### src/pkg/clockgen_pkg.sv
// Purpose: Shared constants for the clock generator control block
// Assumes: AXI4-Lite register access, 32-bit data
// Notes: Offsets are byte addresses
package clockgen_pkg;
    localparam logic [3:0] pll_control_offset = 4'h0;
    localparam logic [3:0] bandwidth_control_offset = 4'h4;
    localparam logic [3:0] break_flag_control_offset = 4'h8;
    localparam logic [3:0] run_control_offset = 4'hC;
    // pll_control_register fields
    localparam int irq_enable_bit = 7;
    localparam int flag_bit = 6;
    localparam int power_on_bit = 5;
    localparam int select_bit = 4;
    localparam logic [3:0] pll_control_low_ones = 4'hF;
    // bandwidth_control_register fields
    localparam int auto_bit = 7;
    localparam int lock_bit = 6;
    localparam int tracking_bit = 5;
    // break_flag_control_register field
    localparam int break_clear_bit = 7;
    // run_control fields
    localparam int stop_bit = 0;
    localparam int break_bit = 1;
    // Reset values, then bus response codes
    localparam logic reset_power_on = 1'b1;
    localparam logic reset_select = 1'b0;
    localparam logic reset_auto = 1'b0;
    localparam logic reset_break_clear = 1'b0;
    localparam logic [1:0] resp_okay = 2'h0;
    localparam logic [1:0] resp_slverr = 2'h2;
endpackage

### src/clock_divider.sv
// Purpose: Halves a clock as a one-cycle enable pulse stream
// Assumes: Single mclk domain, source given as an enable
// Notes: Held clear while idle so restart is deterministic
`timescale 1ns/1ps
`default_nettype none
module clock_divider (
    input wire logic mclk,
    input wire logic rst_n,
    input wire logic run,
    input wire logic src_tick,
    output logic half_tick
);
    logic phase;
    logic next_phase;
    logic next_half_tick;

    always_comb begin
        next_phase = phase;
        next_half_tick = 1'b0;
        if (!run) begin
            next_phase = 1'b0;
        end else if (src_tick) begin
            next_phase = ~phase;
            next_half_tick = phase;
        end
    end

    always_ff @(posedge mclk or negedge rst_n) begin
        if (!rst_n) begin
            phase <= 1'b0;
            half_tick <= 1'b0;
        end else begin
            phase <= next_phase;
            half_tick <= next_half_tick;
        end
    end
endmodule
`default_nettype wire

### src/pll_lock_event_and_power_mode_control.sv
// Purpose: Lock-change flag, interrupt, base clock select and low-power handling of a PLL
// Assumes: AXI4-Lite slave on mclk; crystal and VCO ticks arrive as enables; lock from analog loop
// Notes: Base clock is an enable pulse at half the selected source rate
// Behaviour
// Auto mode: every lock indicator change raises a PLL interrupt request.
// Interrupt enable bit gates the lock-change flag onto the interrupt.
// Lock-change flag sets on every change, enabled or not.
// Auto off: no interrupt and the flag reads 0.
// Software reads lock after an interrupt to learn entry or exit.
// Select bit may pick VCO clock even while unlocked.
// Software confirms lock before selecting the VCO clock.
// Clock generator keeps running in wait mode.
// Software may deselect or power down the loop before wait.
// Stop holds crystal clock, base clock and interrupt outputs low.
// Stop clears the select bit, returning to the crystal clock.
// After stop, base clock is crystal halved; select stays clear.
// Software sets break clear-enable to permit clearing during break.
// A flag cleared during break stays cleared after break.
// Clear-enable 0: control register accesses in break keep the flag.
// Auto mode: tracking bit sets when acquisition ends.
// Auto mode: lock bit sets when lock time ends.
// Any control register read clears the flag; reset clears it too. Here only a PLL control register read clears it.
// Power-on cannot clear while select set; select cannot set while off.
// Interrupt stays high while flag and enable are 1.
`timescale 1ns/1ps
`default_nettype none
module pll_lock_event_and_power_mode_control (
    input wire logic mclk,
    input wire logic rst_n,
    input wire logic [3:0] s_axi_awaddr,
    input wire logic s_axi_awvalid,
    output logic s_axi_awready,
    input wire logic [31:0] s_axi_wdata,
    input wire logic [3:0] s_axi_wstrb,
    input wire logic s_axi_wvalid,
    output logic s_axi_wready,
    output logic [1:0] s_axi_bresp,
    output logic s_axi_bvalid,
    input wire logic s_axi_bready,
    input wire logic [3:0] s_axi_araddr,
    input wire logic s_axi_arvalid,
    output logic s_axi_arready,
    output logic [31:0] s_axi_rdata,
    output logic [1:0] s_axi_rresp,
    output logic s_axi_rvalid,
    input wire logic s_axi_rready,
    input wire logic crystal_tick,
    input wire logic vco_tick,
    input wire logic loop_locked,
    input wire logic loop_tracking,
    output logic crystal_clock,
    output logic base_clock_out,
    output logic clockgen_irq_out,
    output logic loop_power_on
);
    // Loop status comes from the analog domain: two flops each
    logic lock_meta, lock_sync, track_meta, track_sync, lock_prev;
    logic next_lock_prev;

    logic lock_change_flag, lock_change_irq_enable, base_clock_select, auto_mode;
    logic break_clear_enable, stop_mode, break_mode;
    logic next_flag, next_irq_enable, next_power_on, next_select, next_auto;
    logic next_break_clear, next_stop, next_break;

    logic aw_held, w_held;
    logic [3:0] aw_addr;
    logic [31:0] w_data;
    logic [3:0] w_strb;
    logic next_aw_held, next_w_held;
    logic [3:0] next_aw_addr;
    logic [31:0] next_w_data;
    logic [3:0] next_w_strb;
    logic next_bvalid, next_rvalid;
    logic [1:0] next_bresp, next_rresp;
    logic [31:0] next_rdata;

    logic next_crystal_clock, next_base_clock, next_irq;
    logic half_tick, src_tick, wr_fire, rd_fire, lock_event, flag_clear;

    function automatic logic lane_bit(input logic [31:0] d, input logic [3:0] s,
                                      input int b, input logic old);
        lane_bit = s[b / 8] ? d[b] : old;
    endfunction

    always_ff @(posedge mclk or negedge rst_n) begin
        if (!rst_n) begin
            lock_meta <= 1'b0;
            lock_sync <= 1'b0;
            track_meta <= 1'b0;
            track_sync <= 1'b0;
        end else begin
            lock_meta <= loop_locked;
            lock_sync <= lock_meta;
            track_meta <= loop_tracking;
            track_sync <= track_meta;
        end
    end

    // Base clock source; VCO only while the loop is powered
    assign src_tick = (base_clock_select && loop_power_on) ? vco_tick : crystal_tick;

    clock_divider u_base_div (
        .mclk(mclk),
        .rst_n(rst_n),
        .run(!stop_mode),
        .src_tick(src_tick),
        .half_tick(half_tick)
    );

    assign wr_fire = aw_held && w_held && !s_axi_bvalid;
    assign rd_fire = s_axi_arvalid && s_axi_arready;
    // Lock edges only count in auto mode
    assign lock_event = auto_mode && (lock_sync != lock_prev);
    // A PLL control register read clears the flag unless break protects it
    assign flag_clear = rd_fire && (s_axi_araddr == clockgen_pkg::pll_control_offset)
                        && (!break_mode || break_clear_enable);

    always_comb begin
        next_lock_prev = lock_sync;
        next_flag = lock_change_flag;
        next_irq_enable = lock_change_irq_enable;
        next_power_on = loop_power_on;
        next_select = base_clock_select;
        next_auto = auto_mode;
        next_break_clear = break_clear_enable;
        next_stop = stop_mode;
        next_break = break_mode;
        next_bresp = s_axi_bresp;
        if (flag_clear) begin
            next_flag = 1'b0;
        end
        if (lock_event) begin
            next_flag = 1'b1;
        end
        if (!auto_mode) begin
            next_flag = 1'b0;
            next_irq_enable = 1'b0;
        end
        if (wr_fire) begin
            next_bresp = clockgen_pkg::resp_okay;
            unique case (aw_addr)
                clockgen_pkg::pll_control_offset: begin
                    if (auto_mode) begin
                        next_irq_enable = lane_bit(w_data, w_strb, clockgen_pkg::irq_enable_bit,
                                                   lock_change_irq_enable);
                    end
                    // Select protects power, power gates select; lock is not checked
                    next_power_on = lane_bit(w_data, w_strb, clockgen_pkg::power_on_bit,
                                             loop_power_on) || base_clock_select;
                    next_select = lane_bit(w_data, w_strb, clockgen_pkg::select_bit,
                                           base_clock_select) && loop_power_on;
                end
                clockgen_pkg::bandwidth_control_offset: begin
                    next_auto = lane_bit(w_data, w_strb, clockgen_pkg::auto_bit, auto_mode);
                end
                clockgen_pkg::break_flag_control_offset: begin
                    next_break_clear = lane_bit(w_data, w_strb, clockgen_pkg::break_clear_bit,
                                                break_clear_enable);
                end
                clockgen_pkg::run_control_offset: begin
                    next_stop = lane_bit(w_data, w_strb, clockgen_pkg::stop_bit, stop_mode);
                    next_break = lane_bit(w_data, w_strb, clockgen_pkg::break_bit, break_mode);
                end
                default: begin
                    next_bresp = clockgen_pkg::resp_slverr;
                end
            endcase
        end
        // Entering stop drops back to the crystal; select stays clear after
        if (next_stop) begin
            next_select = 1'b0;
        end
    end

    // Bus channel state
    always_comb begin
        next_aw_held = aw_held;
        next_aw_addr = aw_addr;
        next_w_held = w_held;
        next_w_data = w_data;
        next_w_strb = w_strb;
        next_bvalid = s_axi_bvalid;
        next_rvalid = s_axi_rvalid;
        next_rdata = s_axi_rdata;
        next_rresp = s_axi_rresp;
        if (s_axi_awvalid && s_axi_awready) begin
            next_aw_held = 1'b1;
            next_aw_addr = s_axi_awaddr;
        end
        if (s_axi_wvalid && s_axi_wready) begin
            next_w_held = 1'b1;
            next_w_data = s_axi_wdata;
            next_w_strb = s_axi_wstrb;
        end
        if (wr_fire) begin
            next_aw_held = 1'b0;
            next_w_held = 1'b0;
            next_bvalid = 1'b1;
        end else if (s_axi_bvalid && s_axi_bready) begin
            next_bvalid = 1'b0;
        end
        if (rd_fire) begin
            next_rvalid = 1'b1;
            next_rresp = clockgen_pkg::resp_okay;
            next_rdata = 32'h0;
            unique case (s_axi_araddr)
                clockgen_pkg::pll_control_offset: begin
                    next_rdata[clockgen_pkg::irq_enable_bit] = lock_change_irq_enable;
                    next_rdata[clockgen_pkg::flag_bit] = lock_change_flag && auto_mode;
                    next_rdata[clockgen_pkg::power_on_bit] = loop_power_on;
                    next_rdata[clockgen_pkg::select_bit] = base_clock_select;
                    next_rdata[3:0] = clockgen_pkg::pll_control_low_ones;
                end
                clockgen_pkg::bandwidth_control_offset: begin
                    next_rdata[clockgen_pkg::auto_bit] = auto_mode;
                    next_rdata[clockgen_pkg::lock_bit] = auto_mode && lock_sync;
                    next_rdata[clockgen_pkg::tracking_bit] = auto_mode && track_sync;
                end
                clockgen_pkg::break_flag_control_offset: begin
                    next_rdata[clockgen_pkg::break_clear_bit] = break_clear_enable;
                end
                clockgen_pkg::run_control_offset: begin
                    next_rdata[clockgen_pkg::stop_bit] = stop_mode;
                    next_rdata[clockgen_pkg::break_bit] = break_mode;
                end
                default: begin
                    next_rresp = clockgen_pkg::resp_slverr;
                end
            endcase
        end else if (s_axi_rvalid && s_axi_rready) begin
            next_rvalid = 1'b0;
        end
    end

    // Outputs; wait needs no term, the generator simply keeps running
    always_comb begin
        next_crystal_clock = crystal_tick && !stop_mode;
        next_base_clock = half_tick && !stop_mode;
        next_irq = next_flag && next_irq_enable && next_auto && !next_stop;
    end

    always_ff @(posedge mclk or negedge rst_n) begin
        if (!rst_n) begin
            lock_prev <= 1'b0;
            lock_change_flag <= 1'b0;
            lock_change_irq_enable <= 1'b0;
            loop_power_on <= clockgen_pkg::reset_power_on;
            base_clock_select <= clockgen_pkg::reset_select;
            auto_mode <= clockgen_pkg::reset_auto;
            break_clear_enable <= clockgen_pkg::reset_break_clear;
            stop_mode <= 1'b0;
            break_mode <= 1'b0;
            aw_held <= 1'b0;
            aw_addr <= 4'h0;
            w_held <= 1'b0;
            w_data <= 32'h0;
            w_strb <= 4'h0;
            s_axi_bvalid <= 1'b0;
            s_axi_bresp <= clockgen_pkg::resp_okay;
            s_axi_rvalid <= 1'b0;
            s_axi_rdata <= 32'h0;
            s_axi_rresp <= clockgen_pkg::resp_okay;
            s_axi_awready <= 1'b0;
            s_axi_wready <= 1'b0;
            s_axi_arready <= 1'b0;
            crystal_clock <= 1'b0;
            base_clock_out <= 1'b0;
            clockgen_irq_out <= 1'b0;
        end else begin
            lock_prev <= next_lock_prev;
            lock_change_flag <= next_flag;
            lock_change_irq_enable <= next_irq_enable;
            loop_power_on <= next_power_on;
            base_clock_select <= next_select;
            auto_mode <= next_auto;
            break_clear_enable <= next_break_clear;
            stop_mode <= next_stop;
            break_mode <= next_break;
            aw_held <= next_aw_held;
            aw_addr <= next_aw_addr;
            w_held <= next_w_held;
            w_data <= next_w_data;
            w_strb <= next_w_strb;
            s_axi_bvalid <= next_bvalid;
            s_axi_bresp <= next_bresp;
            s_axi_rvalid <= next_rvalid;
            s_axi_rdata <= next_rdata;
            s_axi_rresp <= next_rresp;
            s_axi_awready <= !next_aw_held;
            s_axi_wready <= !next_w_held;
            s_axi_arready <= !next_rvalid;
            crystal_clock <= next_crystal_clock;
            base_clock_out <= next_base_clock;
            clockgen_irq_out <= next_irq;
        end
    end
endmodule
`default_nettype wire

### config.mk
export PLATFORM = sky130hd
export DESIGN_NAME = pll_lock_event_and_power_mode_control
export DESIGN_NICKNAME = d
export VERILOG_FILES = /design/src/pkg/clockgen_pkg.sv /design/src/clock_divider.sv /design/src/pll_lock_event_and_power_mode_control.sv
export SDC_FILE = /design/constraint.sdc
export NUM_CORES = 1
export LEC_CHECK = 0
export BUFFER_PORTS_ARGS = -buffer_cell sky130_fd_sc_hd__buf_4
export CAP_MARGIN = 20
export CORE_UTILIZATION = 40
export DETAILED_ROUTE_END_ITERATION = 6
export GPL_TIMING_DRIVEN = 0
export MAX_ROUTING_LAYER = met4
export PLACE_DENSITY_LB_ADDON = 0.08
export REMOVE_ABC_BUFFERS = 1
export SYNTH_ARGS = -nofsm -noshare
export SYNTH_HDL_FRONTEND = slang
export SYNTH_SLANG_ARGS = --single-unit
### constraint.sdc
create_clock -name mclk -period 1.53 [get_ports mclk]
set_clock_uncertainty 0.05 [all_clocks]
set_input_delay 0.2295 -clock mclk [delete_from_list [all_inputs] [get_ports mclk]]
set_output_delay 0.2295 -clock mclk [all_outputs]
set_load 0.1 [all_outputs]
======== Word level (Yosys, flattened, before mapping) ========
Index checks and enable logic that the tools add are counted.
Widths: inputs -> output; s select.
cells by class
  muxes and demuxes ....................... 38
  reduce and logical (&&, ||, !) cells .... 41
  bitwise logic cells ..................... 1
  eq/ne operators ......................... 7
operators by type and width
  operator            count
  $mux 1              32
  $logic_and 1x1->1   20
  $eq 4x4->1 const B  4
  $eq 4x3->1 const B  2
  $logic_not 4->1     2
  $pmux 2 s2          2
  $reduce_bool 2->1   4
  $reduce_or 4->1     2
  $logic_not 1->1     7
  $reduce_and 3->1    2
  $mux 2              2
  $reduce_and 2->1    2
  $mux 3              1
  $pmux 1 s3          1
  $logic_or 1x1->1    2
  $ne 1x1->1          1
  $not 1->1           1
word-level totals
  word-level logic and storage cells ...... 118
  register bits ........................... 50
  input bits .............................. 55

======== Logic depth before layout (Yosys ltp) ========
  word-level depth ........................ 9
  depth in mapped cells ................... 5
  gate-level depth less buffers ........... 5

======== Modules after synthesis ========
From an unflattened synthesis, not the netlist that was laid out.
second synthesis, totals
  cell total of the unflattened synthesis .. 167
  area total of the unflattened synthesis .. 1934.4 µm²
modules (own cells, without submodules)
  module                                 area an instance (µm²)  instances  cells an instance
  pll_lock_event_and_power_mode_control  1861.8                  1          162
  clock_divider                          72.6                    1          5

======== Least setup slack after synthesis ========
OpenSTA, ideal clock, no wires.
  path type ............................... register -> register
  start point ............................. register s_axi_bvalid
  end point ............................... register clockgen_irq_out
  clock period less this slack ............ 2120 ps
  library setup time ...................... 120 ps
  data required time ...................... 1360 ps
  data arrival time ....................... 1950 ps
  cell stages (with the launch flop) ...... 5
  setup slack ............................. -590 ps
  path buffers ............................ 0
  cells stage by stage .................... dfrtp_1 -> nand3b_1 -> or4_4 -> mux2i_1 -> and4_1
between the ends
  word-level cells in the longest chain between the ends .. 6
  elaborated cells between the ends (all ways) .. 9
  classes of those cells .................. mux: 3; reduce/logical: 6
ends and longest elaborated chain
  item                             RTL line                                      source
  start, declared                  pll_lock_event_and_power_mode_control.sv:38   output logic s_axi_bvalid,
  start signal, assigned           pll_lock_event_and_power_mode_control.sv:284  s_axi_bvalid <= next_bvalid;
  $logic_not 1->1 *                pll_lock_event_and_power_mode_control.sv:110  assign wr_fire = aw_held && w_held && !s_axi_bvalid;
  $logic_and 1x1->1 *              pll_lock_event_and_power_mode_control.sv:110
  $mux 1                           pll_lock_event_and_power_mode_control.sv:139  if (wr_fire) begin
  $logic_and 1x1->1 (2 in series)  pll_lock_event_and_power_mode_control.sv:239  next_irq = next_flag && next_irq_enable && next_auto && !next_stop;
  $logic_and 1x1->1 *              pll_lock_event_and_power_mode_control.sv:239
  via next_irq                     pll_lock_event_and_power_mode_control.sv:77   logic next_crystal_clock, next_base_clock, next_irq;
  end signal, assigned             pll_lock_event_and_power_mode_control.sv:294  clockgen_irq_out <= next_irq;
  end, declared                    pll_lock_event_and_power_mode_control.sv:53   output logic clockgen_irq_out,
Mark *: on every way through the listed nets, which the timed path passes. The rest lies on a longest branch.
A chain may end at the register's enable or synchronous reset.

======== Final worst setup path ========
Ends and elaborated chain as after synthesis.

==> summary.txt <==
Outcome
  • Outcome: complete, but fails checks
  • Failing checks: negative setup slack

Synth
  • Avg Cell Area, Syn: 11.4 um2
  • Cell area after synthesis: 0.00193 mm2
  • #FFs+latches synth: 44
  • Cells after Synth: 169
  • Synth Warn #: 0
  • Post-synth top area cell: dfrtp_1
  • Synth top area share: 0.557
  • Share of flip-flops with an asynchronous set or reset: 1.00
  • Main synth FF type: dfrtp_1
  • Register area share after synthesis: 0.571
  • Top cells by area, synth: dfrtp_1 (56%), buf_4 (10%), mux2_2 (7.0%)
  • Distinct cells, synth: 34
  • Post-synth EDFFs: 0

Cells and area
  • Non-Filler Instances: 279
  • Diode count: 0
  • Most common cell after layout, fill and taps aside: buf_4
  • Commonest non-fill, non-tap cells in the layout: buf_4 (50), dfrtp_1 (42), conb_1 (26)
  • Final Core Density: 0.540
  • Layout area overhead: 26.0%
  • Max reg flops: 7
  • Layout cells sized above 1: 0.361
  • Top flop regs: s_axi_rdata x7, w_data x5, aw_addr x4
  • FILL cells: 383
  • Final net count: 281
  • Largest Register: s_axi_rdata
  • Post-route cell area: 0.00243 mm2

Die
  • Initial core utilization: 0.429
  • Cell row count: 24
  • Die area: 0.00511 mm2
  • Die H: 71.5 um
  • Die Wd: 71.5 um
  • Core area: 0.00450 mm2
  • I/O pins: 100

Worst setup path
  • Crit start category: flop
  • Worst Setup SP: s_axi_bvalid
  • Critical path type: flop to flop
  • Worst path required time: 1.66 ns
  • Max Fanout on Critical Path: 3
  • RR Startpoint: s_axi_bvalid
  • Worst Path Arrival: 1.86 ns
  • Crit path capture type: flop

Place
  • GP Congestion: 0.718
  • Post-DP HPWL: 2460 um
  • Placed insts: 261
  • Post-DP Area: 0.00221 mm2
  • Port Buf Inserts: 43

Routing
  • Vias per cell: 4.73
  • DR DRC count: 0
  • Initial DRT Pass Iterations: 4
  • DRT iter0 DRCs: 42
  • Final antenna-violating net count: 0
  • DR vias: 1320
  • Wirelength per Cell: 12.6 um
  • Routed wire length: 3520 um

Clock network
  • TritonCTS Sinks: 44
  • CTS max path bufs: 2
  • Root Buffer: clkbuf_8
  • CTS tree: done
  • CTS buffer count: 5
  • H-Tree Level Count: 2
  • Clock slew seen by the registers of the worst setup and hold paths: 0.08 ns
  • Skew-Pair Late Insertion Delay: 0.29 ns

GRT
  • GRT Util Overall: 0.154
  • First-pass GRT wire length: 5860 um
  • Gr ovfl total: 0
  • Number of global-route vias before repair: 1336
  • Initial antenna violation count: 0
  • Largest net degree at the start of global routing: 45

STA
  • Setup ws final: -0.198 ns
  • Final min period: 1.73 ns
  • Final Max Tran Viols: 0
  • Final hold violations: 0
  • Final setup vio count: 4
  • Max Clock Freq: 0.579 GHz
  • Worst rel slew slack: 0.639
  • Final period utilization: 1.13
  • Tightest Pin Transition: 0.542 ns
  • RSZ-0062 raised after global routing: yes

Power
  • Power Density: 1940 mW/mm2
  • VDD IR-drop max: 1.31 mV
  • Leak: 1.23 nW

Job
  • Max-cap violations: 0

Min path
  • Worst hold path startpoint: s_axi_bready
  • HP Class: input port to flop
[synthesized netlist by cell type, drive strengths merged (3+ instances only)]
cell	count
dfrtp	43
nor2	6
nand3b	3
o21ai	12
mux2i	4
mux2	12
inv	12
nand2	14
nand3	3
buf	27
a22o	4
[logic make-up after synthesis]
| family | share of synthesized area |
|---|---|
| AOI/OAI and AO/OA | 0.0778 |
| other | 0.00194 |
| DFF | 0.571 |
| buffers and inverters | 0.130 |
| and+or+nand+nor | 0.119 |
| muxes | 0.0907 |
| xor gates and xnor gates | 0.00907 |
[worst max-delay path: stages (launching register included)]
cell      delay, ns
dfrtp_1        0.38
nand3b_1       0.21
or4_4          0.55
mux2i_4        0.21
and4_1         0.22
[metrics by stage]
step	setup WS (ns)	total power [mW]	setup TNS (ns)	hold slack, ns
floorplan	-0.590	3.34	-9.89	-0.116
global placement	-0.273	3.73	-0.860	0.195
detailed placement	-0.312	3.78	-1.05	0.208
CTS	-0.185	4.62	-0.636	0.0746
global route	-0.243	4.99	-0.835	0.0712
finish	-0.198	4.71	-0.586	0.0725
[power by group]
| part | internal (mW) | switching, mW |
|---|---|---|
| clock network | 0.360 | 0.373 |
| logic | 0.616 | 1.52 |
| registers | 1.53 | 0.303 |
[path summary, 6_finish.rpt]
path                                    end  depth (start not counted)  slack, ns
hold reg to reg                  track_sync                          0       0.30
min in group asynchronous    s_axi_rresp[1]                          2       0.42
hold / removal                 s_axi_bvalid                          2       0.07
max in group asynchronous         w_strb[0]                          2       0.60
setup / recovery           clockgen_irq_out                          4      -0.20
setup reg to reg           clockgen_irq_out                          4      -0.20
[repair_timing]
| item | CTS | global route |
|---|---|---|
| resized for setup | 4 | 7 |
| setup endpoints to repair | 7 | 5 |
| hold buffers | 3 | 0 |
| buffers inserted | 4 | 3 |
| pin swaps | 1 | 1 |
| endpoints found under the hold margin | 45 | 0 |
[per-layer routing]
metal  vias to the layer above  part of all wire  GRT usage
met4                         0             0.013     0.0523
met3                         7             0.061     0.0436
li1                        637                 -          -
met2                        59              0.50      0.258
met5                         -                 0          -
met1                       617              0.42      0.179
[final cells by class]
cell class	count	area [um2]	share of cell area
Tap cell	52	65.1	0.0267
Clock inverter	2	10.0	0.00412
Inverter	12	45.0	0.0185
Timing Repair Buffer	53	405	0.167
Clock buffer	6	82.6	0.0340
Multi-Input combinational cell	110	721	0.296
Sequential cell	44	1100	0.454
(Power assumes the default switching activity.)
